### config.mk
export PLATFORM = sky130hd
export DESIGN_NAME = nrp_nmi_reset_power
export DESIGN_NICKNAME = d
export VERILOG_FILES = /design/src/nrp_pkg.sv /design/src/nrp_nmi_reset_power.sv
export VERILOG_INCLUDE_DIRS = /design/src
export SDC_FILE = /design/constraint.sdc
export NUM_CORES = 1
export LEC_CHECK = 0
export BUFFER_PORTS_ARGS = -buffer_cell sky130_fd_sc_hd__buf_2
export CAP_MARGIN = 10
export CORE_UTILIZATION = 45
export CTS_BUF_LIST = sky130_fd_sc_hd__clkbuf_8
export DETAILED_ROUTE_END_ITERATION = 8
export PLACE_DENSITY = 0.74
export SLEW_MARGIN = 20
export SYNTH_ARGS = -nofsm -noshare
export SYNTH_HDL_FRONTEND = slang
export SYNTH_SLANG_ARGS = --single-unit
### constraint.sdc
create_clock -name sys_clk_i -period 6.05 [get_ports sys_clk_i]
set_input_delay 1.21 -clock sys_clk_i [delete_from_list [all_inputs] [get_ports sys_clk_i]]
set_output_delay 1.21 -clock sys_clk_i [all_outputs]
set_load 0.03 [all_outputs]
### src/nrp_consts.svh
// offsets, field positions, masks, unlock keys and response codes of the nmi reset/power block
`ifndef NRP_CONSTS_SVH
`define NRP_CONSTS_SVH
// ----------------------------------------
// register byte offsets
// ----------------------------------------
`define NRP_OFF_SOFTWARE_RESET_TRIGGER     4'h0
`define NRP_OFF_NMI       4'h4
`define NRP_OFF_PWR       4'h8
`define NRP_OFF_UNLOCK    4'hc
// ----------------------------------------
// field positions
// ----------------------------------------
`define NRP_BIT_WDT_RUN   24
`define NRP_BIT_SW_NMI    23
`define NRP_BIT_GEN_NMI   19
`define NRP_BIT_CLK_FAIL  17
`define NRP_BIT_WDT_SLEEP 16
`define NRP_BIT_SLP_BOR   2
`define NRP_BIT_REGULATOR_RETENTION_SELECT     1
`define NRP_BIT_VREG_ACT  0
`define NRP_BIT_SOFTWARE_RESET_TRIGGER     0
// ----------------------------------------
// values
// ----------------------------------------
`define NRP_NMI_MASK      32'h018bffff
`define NRP_PWR_MASK      32'h00000007
`define NRP_UNLOCK_KEY1   32'haa996655
`define NRP_UNLOCK_KEY2   32'h556699aa
`define NRP_BOR_SLEEP_CFG 2'h1
`define NRP_RESP_OKAY     2'h0
`define NRP_RESP_SLVERR   2'h2
`endif

### src/nrp_pkg.sv
// types of the nmi reset/power block
package nrp_pkg;
	typedef enum logic [1:0] {
		NRP_LK_LOCKED = 2'b00,
		NRP_LK_KEY1   = 2'b01,
		NRP_LK_OPEN   = 2'b10
	} nrp_lock_t;
endpackage : nrp_pkg

### src/nrp_nmi_reset_power.sv
// nmi cause latching, nmi reset counter, sleep power bits and software reset
//
// Decided for this implementation: register access over AXI4-Lite and the address map.
`timescale 1ns/1ps
`include "nrp_consts.svh"
module nrp_nmi_reset_power
	import nrp_pkg::*;
#(
	parameter int CNT_W = 16
) (
	input  wire logic        sys_clk_i,
	input  wire logic        reset_n_i,
	input  wire logic [3:0]  s_axi_awaddr,
	input  wire logic        s_axi_awvalid,
	output logic             s_axi_awready,
	input  wire logic [31:0] s_axi_wdata,
	input  wire logic [3:0]  s_axi_wstrb,
	input  wire logic        s_axi_wvalid,
	output logic             s_axi_wready,
	output logic [1:0]       s_axi_bresp,
	output logic             s_axi_bvalid,
	input  wire logic        s_axi_bready,
	input  wire logic [3:0]  s_axi_araddr,
	input  wire logic        s_axi_arvalid,
	output logic             s_axi_arready,
	output logic [31:0]      s_axi_rdata,
	output logic [1:0]       s_axi_rresp,
	output logic             s_axi_rvalid,
	input  wire logic        s_axi_rready,
	input  wire logic        wdt_run_timeout_i,
	input  wire logic        wdt_sleep_timeout_i,
	input  wire logic        clk_fail_detect_i,
	input  wire logic [1:0]  brownout_config_field_i,
	output logic             nmi_o,
	output logic             wdt_nmi_o,
	output logic             clk_fail_switch_o,
	output logic             device_reset_o,
	output logic             sleep_brownout_on_o,
	output logic             regulator_low_power_o,
	output logic             regulator_sleep_active_o,
	output logic             locked_o
);
	// ----------------------------------------
	// state
	// ----------------------------------------
	nrp_lock_t          lock_state;
	logic               wdt_run_flag;
	logic               sw_nmi_flag;
	logic               gen_nmi_flag;
	logic               clk_fail_flag;
	logic               wdt_sleep_flag;
	logic [CNT_W-1:0]   reload_value;
	logic [CNT_W-1:0]   count;
	logic               counting;
	logic               software_reset_trigger_armed;
	logic [2:0]         pwr_bits;
	logic               aw_held;
	logic               w_held;
	logic [3:0]         aw_addr;
	logic [31:0]        w_data;

	// ----------------------------------------
	// bus decode
	// ----------------------------------------
	// write address and data are taken independently, response after both
	wire        wr_go      = aw_held && w_held && !s_axi_bvalid;
	wire        full_word  = (s_axi_wstrb == 4'hf);
	wire        wr_nmi     = wr_go && aw_addr == `NRP_OFF_NMI;
	wire        wr_pwr     = wr_go && aw_addr == `NRP_OFF_PWR;
	wire        wr_software_reset_trigger   = wr_go && aw_addr == `NRP_OFF_SOFTWARE_RESET_TRIGGER;
	wire        wr_unlock  = wr_go && aw_addr == `NRP_OFF_UNLOCK;
	wire        unlocked   = (lock_state == NRP_LK_OPEN);
	wire        nmi_we     = wr_nmi && unlocked;
	wire        pwr_we     = wr_pwr && unlocked;
	wire        wr_mapped  = wr_nmi || wr_pwr || wr_software_reset_trigger || wr_unlock;
	wire        rd_go      = s_axi_arvalid && !s_axi_rvalid;
	wire        rd_software_reset_trigger   = rd_go && s_axi_araddr == `NRP_OFF_SOFTWARE_RESET_TRIGGER;
	wire        rd_mapped  = rd_software_reset_trigger || s_axi_araddr == `NRP_OFF_NMI
	                      || s_axi_araddr == `NRP_OFF_PWR || s_axi_araddr == `NRP_OFF_UNLOCK;
	// software set of the run watchdog bit (a one written there raises a run event)
	wire        sw_set_run   = nmi_we && w_data[`NRP_BIT_WDT_RUN];
	wire        run_event    = wdt_run_timeout_i || sw_set_run;
	wire [31:0] nmi_rd = {7'h0, wdt_run_flag, sw_nmi_flag, 3'h0, gen_nmi_flag, 1'b0,
	                      clk_fail_flag, wdt_sleep_flag, reload_value};

	assign s_axi_awready = !aw_held;
	assign s_axi_wready  = !w_held;
	assign s_axi_arready = !s_axi_rvalid;

	// ----------------------------------------
	// write channel capture and response
	// ----------------------------------------
	always_ff @(posedge sys_clk_i or negedge reset_n_i) begin
		if (!reset_n_i) begin
			aw_held      <= 1'b0;
			w_held       <= 1'b0;
			aw_addr      <= 4'h0;
			w_data       <= 32'h0;
			s_axi_bvalid <= 1'b0;
			s_axi_bresp  <= `NRP_RESP_OKAY;
		end else begin
			if (s_axi_awvalid && !aw_held) begin
				aw_held <= 1'b1;
				aw_addr <= s_axi_awaddr;
			end
			if (s_axi_wvalid && !w_held) begin
				w_held <= 1'b1;
				w_data <= full_word ? s_axi_wdata : 32'h0; // partial writes store zero data
			end
			if (wr_go) begin
				aw_held      <= 1'b0;
				w_held       <= 1'b0;
				s_axi_bvalid <= 1'b1;
				s_axi_bresp  <= wr_mapped ? `NRP_RESP_OKAY : `NRP_RESP_SLVERR;
			end else if (s_axi_bready) begin
				s_axi_bvalid <= 1'b0;
			end
		end
	end

	// ----------------------------------------
	// read channel
	// ----------------------------------------
	// software reset register is write-only and reads zero
	always_ff @(posedge sys_clk_i or negedge reset_n_i) begin
		if (!reset_n_i) begin
			s_axi_rvalid <= 1'b0;
			s_axi_rdata  <= 32'h0;
			s_axi_rresp  <= `NRP_RESP_OKAY;
		end else if (rd_go) begin
			s_axi_rvalid <= 1'b1;
			s_axi_rresp  <= rd_mapped ? `NRP_RESP_OKAY : `NRP_RESP_SLVERR;
			case (s_axi_araddr)
				`NRP_OFF_NMI:    s_axi_rdata <= nmi_rd;
				`NRP_OFF_PWR:    s_axi_rdata <= {29'h0, pwr_bits};
				`NRP_OFF_UNLOCK: s_axi_rdata <= {31'h0, unlocked};
				default:         s_axi_rdata <= 32'h0;
			endcase
		end else if (s_axi_rready) begin
			s_axi_rvalid <= 1'b0;
		end
	end

	// ----------------------------------------
	// unlock sequence
	// ----------------------------------------
	// two key words in a row open the gate; any other write to the key relocks
	always_ff @(posedge sys_clk_i or negedge reset_n_i) begin
		if (!reset_n_i) begin
			lock_state <= NRP_LK_LOCKED;
		end else if (wr_unlock) begin
			case (lock_state)
				NRP_LK_LOCKED: lock_state <= (w_data == `NRP_UNLOCK_KEY1) ? NRP_LK_KEY1
				                            : NRP_LK_LOCKED;
				NRP_LK_KEY1:   lock_state <= (w_data == `NRP_UNLOCK_KEY2) ? NRP_LK_OPEN
				                            : NRP_LK_LOCKED;
				default:       lock_state <= NRP_LK_LOCKED;
			endcase
		end
	end
	assign locked_o = !unlocked;

	// ----------------------------------------
	// nmi cause flags
	// ----------------------------------------
	// hardware set wins over a software clear in the same cycle
	always_ff @(posedge sys_clk_i or negedge reset_n_i) begin
		if (!reset_n_i) begin
			wdt_run_flag   <= 1'b0;
			sw_nmi_flag    <= 1'b0;
			gen_nmi_flag   <= 1'b0;
			clk_fail_flag  <= 1'b0;
			wdt_sleep_flag <= 1'b0;
			reload_value   <= '0;
		end else begin
			if (nmi_we) begin
				wdt_run_flag   <= w_data[`NRP_BIT_WDT_RUN];
				sw_nmi_flag    <= w_data[`NRP_BIT_SW_NMI];
				gen_nmi_flag   <= w_data[`NRP_BIT_GEN_NMI];
				clk_fail_flag  <= w_data[`NRP_BIT_CLK_FAIL];
				wdt_sleep_flag <= w_data[`NRP_BIT_WDT_SLEEP];
				reload_value   <= w_data[CNT_W-1:0];
			end
			if (wdt_run_timeout_i)
				wdt_run_flag <= 1'b1;
			if (clk_fail_detect_i)
				clk_fail_flag <= 1'b1;
			if (wdt_sleep_timeout_i)
				wdt_sleep_flag <= 1'b1;
		end
	end

	// nmi request stays high while any cause is recorded
	assign nmi_o     = wdt_run_flag | sw_nmi_flag | gen_nmi_flag | clk_fail_flag
	                 | wdt_sleep_flag;
	assign wdt_nmi_o = wdt_run_flag | wdt_sleep_flag;
	// only the monitor's own detection switches oscillator; a software set has no path here,
	// and a real failure is never masked by a register write in the same cycle
	assign clk_fail_switch_o = clk_fail_detect_i;

	// ----------------------------------------
	// nmi reset counter and reset output
	// ----------------------------------------
	// only run-mode watchdog events start it; a cleared flag aborts it
	always_ff @(posedge sys_clk_i or negedge reset_n_i) begin
		if (!reset_n_i) begin
			count          <= '0;
			counting       <= 1'b0;
			software_reset_trigger_armed    <= 1'b0;
			device_reset_o <= 1'b0;
		end else begin
			device_reset_o <= 1'b0;
			if (run_event && !counting) begin
				count    <= reload_value;
				// a zero reload resets at once and leaves nothing to count, so no second pulse
				counting <= (reload_value != '0);
				if (reload_value == '0)
					device_reset_o <= 1'b1;
			end else if (counting && !wdt_run_flag) begin
				counting <= 1'b0;
			end else if (counting) begin
				count <= count - 1'b1;
				// firing on the last step puts reset exactly reload cycles after the flag
				if (count == CNT_W'(1)) begin
					device_reset_o <= 1'b1;
					counting       <= 1'b0;
				end
			end
			if (wr_software_reset_trigger && unlocked && w_data[`NRP_BIT_SOFTWARE_RESET_TRIGGER])
				software_reset_trigger_armed <= 1'b1;
			if (rd_software_reset_trigger && software_reset_trigger_armed) begin
				device_reset_o <= 1'b1;
				software_reset_trigger_armed    <= 1'b0;
			end
		end
	end

	// ----------------------------------------
	// power control
	// ----------------------------------------
	// retention select is set-only: a zero write leaves it alone
	always_ff @(posedge sys_clk_i or negedge reset_n_i) begin
		if (!reset_n_i) begin
			pwr_bits <= 3'h0;
		end else if (pwr_we) begin
			pwr_bits[`NRP_BIT_SLP_BOR]  <= w_data[`NRP_BIT_SLP_BOR];
			pwr_bits[`NRP_BIT_VREG_ACT] <= w_data[`NRP_BIT_VREG_ACT];
			if (w_data[`NRP_BIT_REGULATOR_RETENTION_SELECT])
				pwr_bits[`NRP_BIT_REGULATOR_RETENTION_SELECT] <= 1'b1;
		end
	end
	// when the config field is not 01 the bit has no say: detector left off in sleep
	assign sleep_brownout_on_o = pwr_bits[`NRP_BIT_SLP_BOR]
	                          && brownout_config_field_i == `NRP_BOR_SLEEP_CFG;
	assign regulator_low_power_o    = pwr_bits[`NRP_BIT_REGULATOR_RETENTION_SELECT];
	assign regulator_sleep_active_o = pwr_bits[`NRP_BIT_VREG_ACT];

	// ----------------------------------------
	// assertions
	// ----------------------------------------
	AST_RUN_FLAG_SET: assert property (@(posedge sys_clk_i) disable iff (!reset_n_i)
		wdt_run_timeout_i |=> wdt_run_flag)
		else $error("run watchdog flag not set by timeout");
	AST_SLEEP_FLAG_SET: assert property (@(posedge sys_clk_i) disable iff (!reset_n_i)
		wdt_sleep_timeout_i |=> wdt_sleep_flag && wdt_nmi_o)
		else $error("sleep watchdog flag or nmi missing");
	AST_SOFTWARE_RESET_TRIGGER_READ: assert property (@(posedge sys_clk_i) disable iff (!reset_n_i)
		rd_software_reset_trigger && software_reset_trigger_armed |=> device_reset_o && !software_reset_trigger_armed)
		else $error("armed software reset read gave no reset");
	AST_ZERO_RELOAD: assert property (@(posedge sys_clk_i) disable iff (!reset_n_i)
		run_event && !counting && reload_value == '0 |=> device_reset_o)
		else $error("zero reload did not reset at once");
	AST_COUNT_DOWN: assert property (@(posedge sys_clk_i) disable iff (!reset_n_i)
		counting && wdt_run_flag && count != '0 && !run_event |=> count == $past(count) - 1'b1)
		else $error("nmi reset counter did not decrement");
	AST_NO_RESET_CLEARED: assert property (@(posedge sys_clk_i) disable iff (!reset_n_i)
		counting && !wdt_run_flag && !rd_software_reset_trigger |=> !device_reset_o && !counting)
		else $error("reset after watchdog nmi cleared");
	AST_LOCKED_WRITE: assert property (@(posedge sys_clk_i) disable iff (!reset_n_i)
		wr_pwr && !unlocked |=> $stable(pwr_bits))
		else $error("locked power write took effect");
	AST_NMI_LEVEL: assert property (@(posedge sys_clk_i) disable iff (!reset_n_i)
		nmi_we && w_data[`NRP_BIT_SW_NMI] |=> nmi_o && sw_nmi_flag)
		else $error("software nmi not raised");
	AST_BOR_GATE: assert property (@(posedge sys_clk_i) disable iff (!reset_n_i)
		brownout_config_field_i != `NRP_BOR_SLEEP_CFG |-> !sleep_brownout_on_o)
		else $error("sleep brown-out acted with wrong config");
	AST_REGULATOR_RETENTION_SELECT_STICKY: assert property (@(posedge sys_clk_i) disable iff (!reset_n_i)
		regulator_low_power_o |=> regulator_low_power_o)
		else $error("retention select cleared by write");
	AST_RESERVED_ZERO: assert property (@(posedge sys_clk_i) disable iff (!reset_n_i)
		s_axi_rvalid && !$past(s_axi_rvalid) |-> (s_axi_rdata & ~`NRP_NMI_MASK) == 32'h0)
		else $error("reserved bits read nonzero");
	AST_COUNT_END: assert property (@(posedge sys_clk_i) disable iff (!reset_n_i)
		counting && wdt_run_flag && count == CNT_W'(1) |=> device_reset_o && !counting)
		else $error("counted reset not on time");
endmodule : nrp_nmi_reset_power

Word level (Yosys, flattened, before mapping):

Cells that the tools add are included.

* word-level logic and storage cells: 127
* register bits after elaboration: 121
* output and inout port bits: 49
* bits of input ports: 56

* equal/unequal tests: 14
* $add $sub $neg: 1
* multiplexer cells: 36
* bitwise logic cells: 5
* reductions and logical operators: 49

Operators with widths (number)
* 25-bit one-hot mux with 3 select lines: 1
* 16-bit two-way mux: 3
* 32-bit by 31-bit equality test with 1-bit output (second input constant): 1
* 32-bit equality test (second input constant): 1
* 32-bit two-way mux: 1
* 1-bit two-way mux: 27
* 4-bit equality test (second input constant): 5
* 1-bit logical AND: 19
* 2-bit nonzero test: 9
* 16-bit by 1-bit equality test with 1-bit output (second input constant): 1
* 16-bit logical NOT: 1
* 16-bit nonzero test: 1
* 16-bit by 1-bit subtractor with 16-bit output (second input constant): 1
* 4-bit by 3-bit equality test with 1-bit output (second input constant): 2
* 4-bit logical NOT: 2
* 1-bit logical NOT: 7
* 1-bit logical OR: 7
* 2-bit two-way mux: 3
* 1-bit OR: 5
* 2-bit by 1-bit equality test with 1-bit output (second input constant): 2
* 2-bit one-hot mux with 2 select lines: 1
* 2-bit AND reduction: 2
* 2-bit equality test (second input constant): 1
* 2-bit logical NOT: 1
* 2-bit != test (second input constant): 1

Longest topological paths before layout:

Gate-level depths: netlist of run 1.

* depth after elaboration: 9
* gate-level depth with buffers: 6

Worst setup path before layout of run 1:

Ideal clock, no wire load.

* kind: input to output
* from: in brownout_config_field_i[1]
* to: out sleep_brownout_on_o
* stages on the path: 1
* path slack: 3.261 ns
* required time: 4.840 ns
* data arrival time: 1.579 ns
* buffers on the path: 0
* cell sequence: and3b_1

* longest elaborated chain between the ends: 2

RTL lines
* start: declaration: line nrp_nmi_reset_power.sv:33 `input wire logic [1:0] brownout_config_field_i,`
* 2-bit by 1-bit equality test with 1-bit output (no line)
* 1-bit logical AND (no line)
* end: declaration: line nrp_nmi_reset_power.sv:38 `output logic sleep_brownout_on_o,`

Every way passes these cells.

Worst setup path in the final report of run 1:

* from: in s_axi_arvalid
* to: reg s_axi_rdata[14]

* longest elaborated chain between the ends: 1

RTL lines
* start: declaration: line nrp_nmi_reset_power.sv:24 `input wire logic s_axi_arvalid,`
* 1-bit logical AND: line nrp_nmi_reset_power.sv:76 `wire rd_go = s_axi_arvalid && !s_axi_rvalid;`
* end signal: assignment: line nrp_nmi_reset_power.sv:134 `` `NRP_OFF_NMI: s_axi_rdata <= nmi_rd; ``
* end signal: assignment: line nrp_nmi_reset_power.sv:135 `` `NRP_OFF_PWR: s_axi_rdata <= {29'h0, pwr_bits}; ``
* end signal: assignment: line nrp_nmi_reset_power.sv:136 `` `NRP_OFF_UNLOCK: s_axi_rdata <= {31'h0, unlocked}; ``
* end: declaration: line nrp_nmi_reset_power.sv:26 `output logic [31:0] s_axi_rdata,`

Every way passes these cells.
A chain may end at the register's enable or synchronous reset.

==> flow_metrics.tcl, run 1 <==
set metrics [dict create \
    status "finished clean" \
    yosysTopAreaCell "dfrtp_1" \
    die_area_sq_um 11010 \
    reg2reg_depth 4 \
    synth_edf_count 0 \
    die_h_um 104.9 \
    ys_warn_count 0 \
    clockBufferDepth 2 \
    cts_num_sinks 108 \
    yosys-top-cells-count "dfrtp_1, a22o_1, inv_1, nand2_1, o21ai_0" \
    drc 0 \
    grt_max_degree 64 \
    maxCapViolCount 0 \
    p_leak_nw 2.590 \
    crit_type "primary input to flop" \
    ctsHtreeMaxLevel 3 \
    worstSkewPairLatency_ns 0.36 \
    rr_startpoint "lock_state[0]$_DFFE_PN0P_" \
    row_count 37 \
    synth_mux_area_share_pct 3.779 \
    cts_root_buf "clkbuf_8" \
    setup_viol 0 \
    synthSimpleGateAreaFrac_pct 14.35 \
    reg2reg_to "count[11]$_DFFE_PN0P_" \
    cts_hold_buf 0 \
    grt_pass1_wl_um 17950 \
    fmax_mhz 316.9 \
    fin_util_pct 53.20 \
    critPathArrivalTime_ns 3.45 \
    cts_resized 0 \
    drtAntennaViolNets 0 \
    grt_usage_pct 20.90 \
    synth_compound_area_share_pct 18.50 \
    finalClockSkew_ns 0.008405 \
    synth_area_per_cell_sq_um 11.83 \
    synth_top_area_share_pct 56.68 \
    crit_end "s_axi_rdata[14]$_DFFE_PN0P_" \
    peakVddDrop_mv 0.1259 \
    clk_pin_slew_ns 0.09 \
    via_per_inst 5.741 \
    multi_input_area_sq_um 1863 \
    synth_top_family_by_area "compound AO/OA/AOI/OAI gates" \
    synthMostInstantiatedCell "dfrtp_1" \
    cts_tree "yes" \
    min_path_cells 1 \
    post-cts-setup-buffers 0 \
    min_path_type "flop to flop" \
    synth_area_leaders "dfrtp_1, a22o_1, mux2_2" \
    rrSetupSlack_ns 3.30 \
    first_pass_iters 5 \
    dpl.hpwl_um 7887 \
    synth-xor-area-share_pct 0.5510 \
    cts_buffers 9 \
    seq_area_sq_um 2703 \
    start_util_pct 46.40 \
    core_sq_um 10280 \
    final_nets 546 \
    async_flop_share_pct 100.0 \
    rsz0062_at_grt "false" \
    antenna_found_initial 0 \
    timing.final.crit_share_pct 52.15 \
    synthAdderAreaFrac_pct 0.5248 \
    synth_area_sq_um 4768 \
    die_w_um 104.9 \
    wl_per_cell_um 17.53 \
    area_growth_pct 14.67 \
    crit_path_start_kind "primary input" \
    final.setup.tns_ns 0 \
    drt_first_iter_violations 184 \
    globalRouteOverflowTotal 0 \
    yosysSeqAreaShare_pct 56.68 \
    hold_viol 0 \
    fillers 912 \
    tightest_slew_ns 1.007 \
    required_ns 6.35 \
    port_buffers 91 \
    pwr_density_cell_nw_per_um2 263.7 \
    synth_cell_types 58 \
    drive_above_1_share_pct 26.57 \
    ios 105 \
    finalWirelength_um 11030 \
    final-max-slew-violation-count 0 \
    end_kind "flop" \
    worstSetupStartpoint "s_axi_arvalid" \
    syn_inst 403 \
    slew-limit-headroom_pct 32.57 \
    ys_seq_elements 108 \
    antenna_cells 0 \
    gp_congestion 0.8738 \
    first_global_vias 3556 \
    cp_max_fo 24 \
    yosys_most_used_dff "dfrtp_1" \
    fin_crit_ns 3.155 \
    vias 3611 \
]
[worst min path at each step]
stage	start	to	slack, ns
after detailed placement	s_axi_bresp[1]$_DFFE_PN0P_	s_axi_bresp[1]$_DFFE_PN0P_	0.48
after global placement	s_axi_bresp[1]$_DFFE_PN0P_	s_axi_bresp[1]$_DFFE_PN0P_	0.46
after CTS	s_axi_bresp[1]$_DFFE_PN0P_	s_axi_bresp[1]$_DFFE_PN0P_	0.51
final	s_axi_rdata[15]$_DFFE_PN0P_	s_axi_rdata[15]$_DFFE_PN0P_	0.51
after floorplan	software_reset_trigger_armed$_DFFE_PN0P_	software_reset_trigger_armed$_DFFE_PN0P_	0.45
after global routing	s_axi_rdata[0]$_DFFE_PN0P_	s_axi_rdata[0]$_DFFE_PN0P_	0.53
[worst max-delay path: stages]
cell and delay [ns]:
buf_2 0.07, nand2b_1 0.44, or3_1 0.61, nor3b_2 0.86, a22o_1 0.25
[state kept, by name, summed over array words and instances (netlist names), 2 cells and up]
signal	cells
pwr_bits	3
lock_state	2
reload_value	16
aw_addr	4
w_data	32
count	16
s_axi_rdata	21
[final cells by class]
cell class	count	share of cell area (%)
multi-input combinational	254	34.07
sequential	108	49.43
tap	136	3.112
clock inverter	6	0.5721
clock buffer	10	2.517
timing repair buffer	95	8.924
inverter	20	1.373
[layout by cell type (no fill, tap or decap), drive strengths merged, types with 3 or more instances in the layout]
master,netlist,layout
a211o,3,3
a21oi,4,4
a221o,3,3
a22o,50,50
a22oi,3,3
buf,19,95
clkbuf,14,10
clkinv,0,3
conb,1,13
dfrtp,108,108
inv,20,23
mux2,16,16
nand2,20,20
nand3,3,3
nand3b,3,3
nand4,12,12
nor2,15,15
nor2b,7,7
nor3,7,7
nor4,8,8
nor4b,3,3
nor4bb,13,13
o211ai,5,5
o21ai,18,18
o221a,3,3
o221ai,5,5
o31ai,3,3
[power by group]
part / switching, mW / total (mW) / leakage [nW] / internal [mW]
clock: 0.233 / 0.391 / 0.0988 / 0.158
sequential: 0.0545 / 0.828 / 1.42 / 0.774
combinational: 0.144 / 0.222 / 1.07 / 0.0785
[per-layer routing]
layer | up-vias | track usage, % | part of all wire (%)
li1 | 1672 | - | -
met1 | 1778 | 30.61 | 46
met2 | 139 | 31.03 | 46
met3 | 22 | 3.618 | 5.8
met4 | 0 | 7.948 | 2.0
met5 | - | 0 | 0
[cell families (layout without fill, tap and decap cells)]
group,count (synthesis),in the layout
AO/OA/AOI/OAI,111,111
AND/OR/NAND/NOR,109,109
flip-flops,108,108
buffers and inverters,53,131
multiplexers,16,16
XOR/XNOR,3,3
adder cells (fa/ha/maj),2,2
other,1,13
[stage by stage]
stage / std cells / hold slack [ns] / worst slack [ns] / instance area [sq um] / total power [mW]
2_1_floorplan: 415 / 0.4547 / 3.261 / 4813 / 0.9802
3_3_place_gp: 613 / 0.4626 / 2.606 / 5294 / 1.058
3_5_place_dp: 613 / 0.4814 / 2.480 / 5294 / 1.066
4_1_cts: 629 / 0.5063 / 2.871 / 5463 / 1.453
5_1_grt: 629 / 0.5261 / 2.669 / 5468 / 1.516
6_report: 629 / 0.5083 / 2.895 / 5468 / 1.442
Note: power is estimated with default switching activity, not from simulation.
==> inputs of run 2 (changes only) <==
--- a/config.mk
+++ b/config.mk
@@ -6,12 +6,13 @@
 export SDC_FILE = /design/constraint.sdc
 export NUM_CORES = 1
 export LEC_CHECK = 0
+export ABC_AREA = 1
 export BUFFER_PORTS_ARGS = -buffer_cell sky130_fd_sc_hd__buf_2
 export CAP_MARGIN = 10
 export CORE_UTILIZATION = 45
 export CTS_BUF_LIST = sky130_fd_sc_hd__clkbuf_8
 export DETAILED_ROUTE_END_ITERATION = 8
-export PLACE_DENSITY = 0.74
+export PLACE_DENSITY = 0.73
 export SLEW_MARGIN = 20
 export SYNTH_ARGS = -nofsm -noshare
 export SYNTH_HDL_FRONTEND = slang
==> constraint.sdc (replaced) <==
create_clock -name sys_clk_i -period 3.3 [get_ports sys_clk_i]
set_input_delay 0.66 -clock sys_clk_i [delete_from_list [all_inputs] [get_ports sys_clk_i]]
set_output_delay 0.66 -clock sys_clk_i [all_outputs]
set_load 0.03 [all_outputs]
==> run 2 against run 1 <==
Final area up 8.5%; clock power rose to 2.5 times the previous value; first-iteration DRC count up 110%; clock-buffer cell count decreased by 1; synthesized area up 9.0%; via count grew 24%; register-to-register slack lost 2.0 ns; critical path type is now flop to flop; sequential power up 79%.
==> flow_metrics.tcl, run 2 <==
set metrics [dict create \
    grt_busiest_layer "met2" \
    finalWirelength_um 12180 \
    gp_congestion 0.9026 \
    final_nets 769 \
    synth_edf_count 0 \
    reg_top3 "w_data: 32 flops, s_axi_rdata: 21 flops" \
    clockBufferDepth 2 \
    largest-register "w_data" \
    vias 4479 \
    die_w_um 109.5 \
    cts_resized 0 \
    required_ns 3.58 \
    row_count 38 \
    synthSimpleGateAreaFrac_pct 27.01 \
    cts_tree "yes" \
    antenna_cells 0 \
    hold_viol 0 \
    cts_root_buf "clkbuf_8" \
    fmax_mhz 496.3 \
    cp_max_fo 17 \
    timing.final.crit_share_pct 61.06 \
    first_pass_iters 5 \
    synth_top_family_by_area "simple AND/OR/NAND/NOR gates" \
    synth_area_sq_um 5197 \
    critPathArrivalTime_ns 2.29 \
    area_growth_pct 14.13 \
    drive_above_1_share_pct 17.60 \
    die_area_sq_um 11980 \
    final-max-slew-violation-count 0 \
    maxCapViolCount 0 \
    status "finished clean" \
    finalClockSkew_ns 0.01122 \
    via_per_inst 5.232 \
    fin_crit_ns 2.015 \
    final.setup.tns_ns 0 \
    peakVddDrop_mv 0.2685 \
    placed_area_sq_um 5685 \
    yosysTopAreaCell "dfrtp_1" \
    synthAdderAreaFrac_pct 0.4815 \
    cts_hold_buf 0 \
    worstSkewPairLatency_ns 0.38 \
    pwr_density_cell_nw_per_um2 489.5 \
    drtAntennaViolNets 0 \
    slew-limit-headroom_pct 33.60 \
    crit_type "flop to flop" \
    start_util_pct 47.12 \
    met2_usage_pct 34.41 \
    post-place-cells 840 \
    antenna_found_initial 0 \
    ios 105 \
    tightest_slew_ns 0.9935 \
    dpl.hpwl_um 8905 \
    synth_top_area_share_pct 52.00 \
    core_sq_um 11030 \
    crit_path_start_kind "flop" \
    grt_max_degree 76 \
    synth_cell_types 34 \
    largest_reg_flops 32 \
    synth_compound_area_share_pct 10.21 \
    clk_pin_slew_ns 0.11 \
    post-cts-setup-buffers 0 \
    ys_seq_elements 108 \
    rsz0062_at_grt "false" \
    globalRouteOverflowTotal 0 \
    port_buffers 91 \
    mostFrequentLayoutCells "nand2_1, dfrtp_1, buf_2" \
    ys_warn_count 0 \
    final_common_cell "nand2_1" \
    drc 0 \
    yosysSeqAreaShare_pct 52.00 \
    design_area_sq_um 5932 \
    synth-xor-area-share_pct 0.3370 \
    drt_first_iter_violations 378 \
    grt_usage_pct 22.19 \
    yosys-top-cells-count "nand2_1, dfrtp_1, nand3_1" \
    die_h_um 109.5 \
    yosys_most_used_dff "dfrtp_1" \
    end_kind "flop" \
    p_leak_nw 2.820 \
    synth_area_per_cell_sq_um 8.224 \
    ctsHtreeMaxLevel 3 \
    synth_area_leaders "dfrtp_1, nand2_1, nand3_1" \
    async_flop_share_pct 100.0 \
    wl_per_cell_um 14.23 \
    first_global_vias 4208 \
    cts_num_sinks 108 \
    met1_usage_pct 30.97 \
    cts_buffers 9 \
    fin_cells 856 \
    setup_viol 0 \
    synth_mux_area_share_pct 0 \
    grt_util_met3_pct 4.386 \
    syn_inst 632 \
    synthMostInstantiatedCell "nand2_1" \
    min_path_type "primary input to asynchronous set/reset pin" \
    grt_pass1_wl_um 20510 \
]
==> run 2: final cells by class <==
type | instances | area [sq um]
inverter | 75 | 281.5
multi-input combinational | 423 | 2033
clock inverter | 7 | 122.6
sequential | 108 | 2703
timing repair buffer | 94 | 493.0
clock buffer | 9 | 123.9
fill | 1042 | 5099
tap | 140 | 175.2
==> run 2: cells by family (layout without fill, tap and decap cells) <==
logic type                 count (synthesis)  after routing
AOI/OAI and AO/OA                         99             99
buffers and inverters                    113            185
and+or+nand+nor                          307            307
xor gates and xnor gates                   2              2
DFF                                      108            108
other                                      1             13
adders and majority gates                  2              2
==> run 2: power by group <==
part | internal (mW) | total (mW) | switching (mW)
combinational | 0.118 | 0.443 | 0.325
clock | 0.511 | 0.984 | 0.473
sequential | 1.42 | 1.48 | 0.0613
==> run 2: layer usage <==
| metal | part of all wire (%) | routed length (um) |
|---|---|---|
| met3 | 6.1 | 743 |
| met2 | 44 | 5400 |
| met1 | 47 | 5704 |
| met4 | 2.7 | 332 |
| met5 | 0 | 0 |
==> run 2: path summary, 6_finish.rpt <==
check | from | end | slack, ns | depth (start not counted)
hold / removal | reset_n_i | s_axi_rdata[9]$_DFFE_PN0P_ | 0.23 | 1
min in group sys_clk_i | s_axi_bready | s_axi_bvalid$_DFFE_PN0P_ | 0.46 | 2
max in group asynchronous | reset_n_i | count[7]$_DFFE_PN0P_ | 2.33 | 2
setup / recovery | wdt_run_flag$_DFFE_PN0P_ | count[12]$_DFFE_PN0P_ | 1.29 | 8
hold reg to reg | s_axi_rdata[11]$_DFFE_PN0P_ | s_axi_rdata[11]$_DFFE_PN0P_ | 0.49 | 2
setup reg to reg | wdt_run_flag$_DFFE_PN0P_ | count[12]$_DFFE_PN0P_ | 1.29 | 8
==> run 2: critical path, stage by stage, from the launching register on <==
cell      delay, ns
dfrtp_1        0.41
nand2_1        0.42
clkinv_1       0.57
nand3_1        0.24
nand2_1        0.07
nand2_1        0.06
nand2_1        0.04
nand2_1        0.06
inv_1          0.04
==> run 2: per-stage QoR <==
stage	total power, mW	setup WS [ns]	util [%]	hold WS (ns)
after floorplan	1.802	1.538	-	0.3644
after global placement	1.934	1.319	51.54	0.4631
after detailed placement	1.950	1.239	51.54	0.4683
after CTS	2.924	1.311	53.78	0.2342
after global routing	3.049	1.125	53.78	0.2465
final	2.903	1.285	53.78	0.2281
==> inputs of run 3 (changes only) <==
--- a/config.mk
+++ b/config.mk
@@ -12,7 +12,7 @@
 export CORE_UTILIZATION = 45
 export CTS_BUF_LIST = sky130_fd_sc_hd__clkbuf_8
 export DETAILED_ROUTE_END_ITERATION = 8
-export PLACE_DENSITY = 0.73
+export PLACE_DENSITY = 0.76
 export SLEW_MARGIN = 20
 export SYNTH_ARGS = -nofsm -noshare
 export SYNTH_HDL_FRONTEND = slang
==> constraint.sdc (replaced) <==
create_clock -name sys_clk_i -period 1.7 [get_ports sys_clk_i]
set_input_delay 0.34 -clock sys_clk_i [delete_from_list [all_inputs] [get_ports sys_clk_i]]
set_output_delay 0.34 -clock sys_clk_i [all_outputs]
set_load 0.03 [all_outputs]
==> run 3 against run 2 <==
Largest power group unchanged; die area unchanged; core utilization increased by 0.91 points; worst setup slack lost 1.2 ns; cell count rose by 2.0%; largest cell class unchanged; wire length rose by 1.7%.
==> flow_metrics.tcl, run 3 (synthesis results as in run 2) <==
set metrics [dict create \
    status "finished clean" \
    finalClockSkew_ns 0.01401 \
    grt_max_degree 34 \
    design_area_sq_um 6032 \
    area_growth_pct 16.06 \
    fillers 993 \
    crit_path_start_kind "flop" \
    fin_util_pct 54.68 \
    critPathArrivalTime_ns 1.30 \
    vias 4589 \
    ios 105 \
    cts_num_sinks 108 \
    grt_usage_pct 21.89 \
    crit_type "flop to output port" \
    core_sq_um 11030 \
    cts_tree "yes" \
    first_global_vias 4269 \
    drive_above_1_share_pct 19.65 \
    final_common_cell "nand2_1" \
    largest-register "w_data" \
    row_count 38 \
    rsz0062_at_grt "false" \
    setup_viol 0 \
    fmax_mhz 610.5 \
    finalWirelength_um 12390 \
    peakVddDrop_mv 0.4678 \
    final.setup.tns_ns 0 \
    ctsHtreeMaxLevel 3 \
    antenna_found_initial 0 \
    wl_per_cell_um 14.20 \
    gp_congestion 0.8527 \
    placed_area_sq_um 5791 \
    dpl.hpwl_um 9228 \
    globalRouteOverflowTotal 0 \
    required_ns 1.36 \
    fin_cells 873 \
    min_path_type "primary input to flop" \
    die_w_um 109.5 \
    antenna_cells 0 \
    first_pass_iters 5 \
    via_per_inst 5.257 \
    cp_max_fo 3 \
    setup_slack_ns 0.06210 \
    hold_ws_ns 0.1409 \
    total_power_mw 5.417 \
    fin_crit_ns 1.638 \
    seq_area_sq_um 2703 \
    clockBufferDepth 2 \
    drtAntennaViolNets 0 \
    hold_viol 0 \
    end_kind "output port" \
    post-place-cells 854 \
    grt_pass1_wl_um 20130 \
    rrSetupSlack_ns 0.14 \
    port_buffers 91 \
    reg_top3 "w_data: 32 flops, s_axi_rdata: 21 flops" \
    pwr_density_cell_nw_per_um2 898.0 \
    worstSkewPairLatency_ns 0.38 \
    cts_buffers 9 \
    mostFrequentLayoutCells "nand2_1, dfrtp_1, buf_2" \
    maxCapViolCount 0 \
    dp_slack_ns 0.1089 \
    largest_reg_flops 32 \
    start_util_pct 47.12 \
    die_h_um 109.5 \
    drc 0 \
    drt_first_iter_violations 314 \
    die_area_sq_um 11980 \
    final_nets 786 \
    p_leak_nw 2.887 \
    multi_input_area_sq_um 2041 \
    timing.final.crit_share_pct 96.35 \
    clk_pin_slew_ns 0.11 \
    final-max-slew-violation-count 0 \
    cts_root_buf "clkbuf_8" \
]
## run 3: worst paths after layout
path | start | end | cells past startpoint
worst max-delay path | gen_nmi_flag$_DFFE_PN0P_ | nmi_o | 3
worst min-delay path | s_axi_bready | s_axi_bvalid$_DFFE_PN0P_ | 2
worst max register to register | count[0]$_DFFE_PN0P_ | count[14]$_DFFE_PN0P_ | 9
worst min register to register | s_axi_rdata[2]$_DFFE_PN0P_ | s_axi_rdata[2]$_DFFE_PN0P_ | 2
max in group asynchronous | reset_n_i | w_data[2]$_DFFE_PN0P_ | 3
min in group asynchronous | reset_n_i | reload_value[14]$_DFFE_PN0P_ | 2
## run 3: worst max-delay path: stages (launching register included)
cell     delay (ns)
dfrtp_1        0.45
nor3_2         0.22
nand2_1        0.07
buf_2          0.18
## run 3: per-layer routing
| metal | track usage, % | share of wire (%) |
|---|---|---|
| met1 | 31.17 | 48 |
| met2 | 34.55 | 46 |
| met3 | 2.727 | 5.2 |
| met4 | 7.714 | 1.5 |
| met5 | 0 | 0 |
## run 3: cell type report
class	instances	share of cell area, %
Sequential cell	108	44.80
Multi-Input combinational cell	423	33.83
Timing Repair Buffer	111	10.33
Inverter	75	4.667
Tap cell	140	2.904
Clock buffer	9	2.054
Clock inverter	7	1.410
## run 3: what timing repair did
| action | in CTS | in global routing |
|---|---|---|
| setup endpoints to repair | 0 | 2 |
| hold buffers | 1 | 0 |
| buffers inserted | 0 | 2 |
| gates resized for setup | 0 | 3 |
| endpoints found under the hold margin | 28 | 0 |
## run 3: where the power goes
| group | internal, mW | switching (mW) |
|---|---|---|
| Sequential | 2.75 | 0.123 |
| Clock | 0.708 | 0.935 |
| Combinational | 0.255 | 0.649 |
| Total | 3.71 | 1.71 |
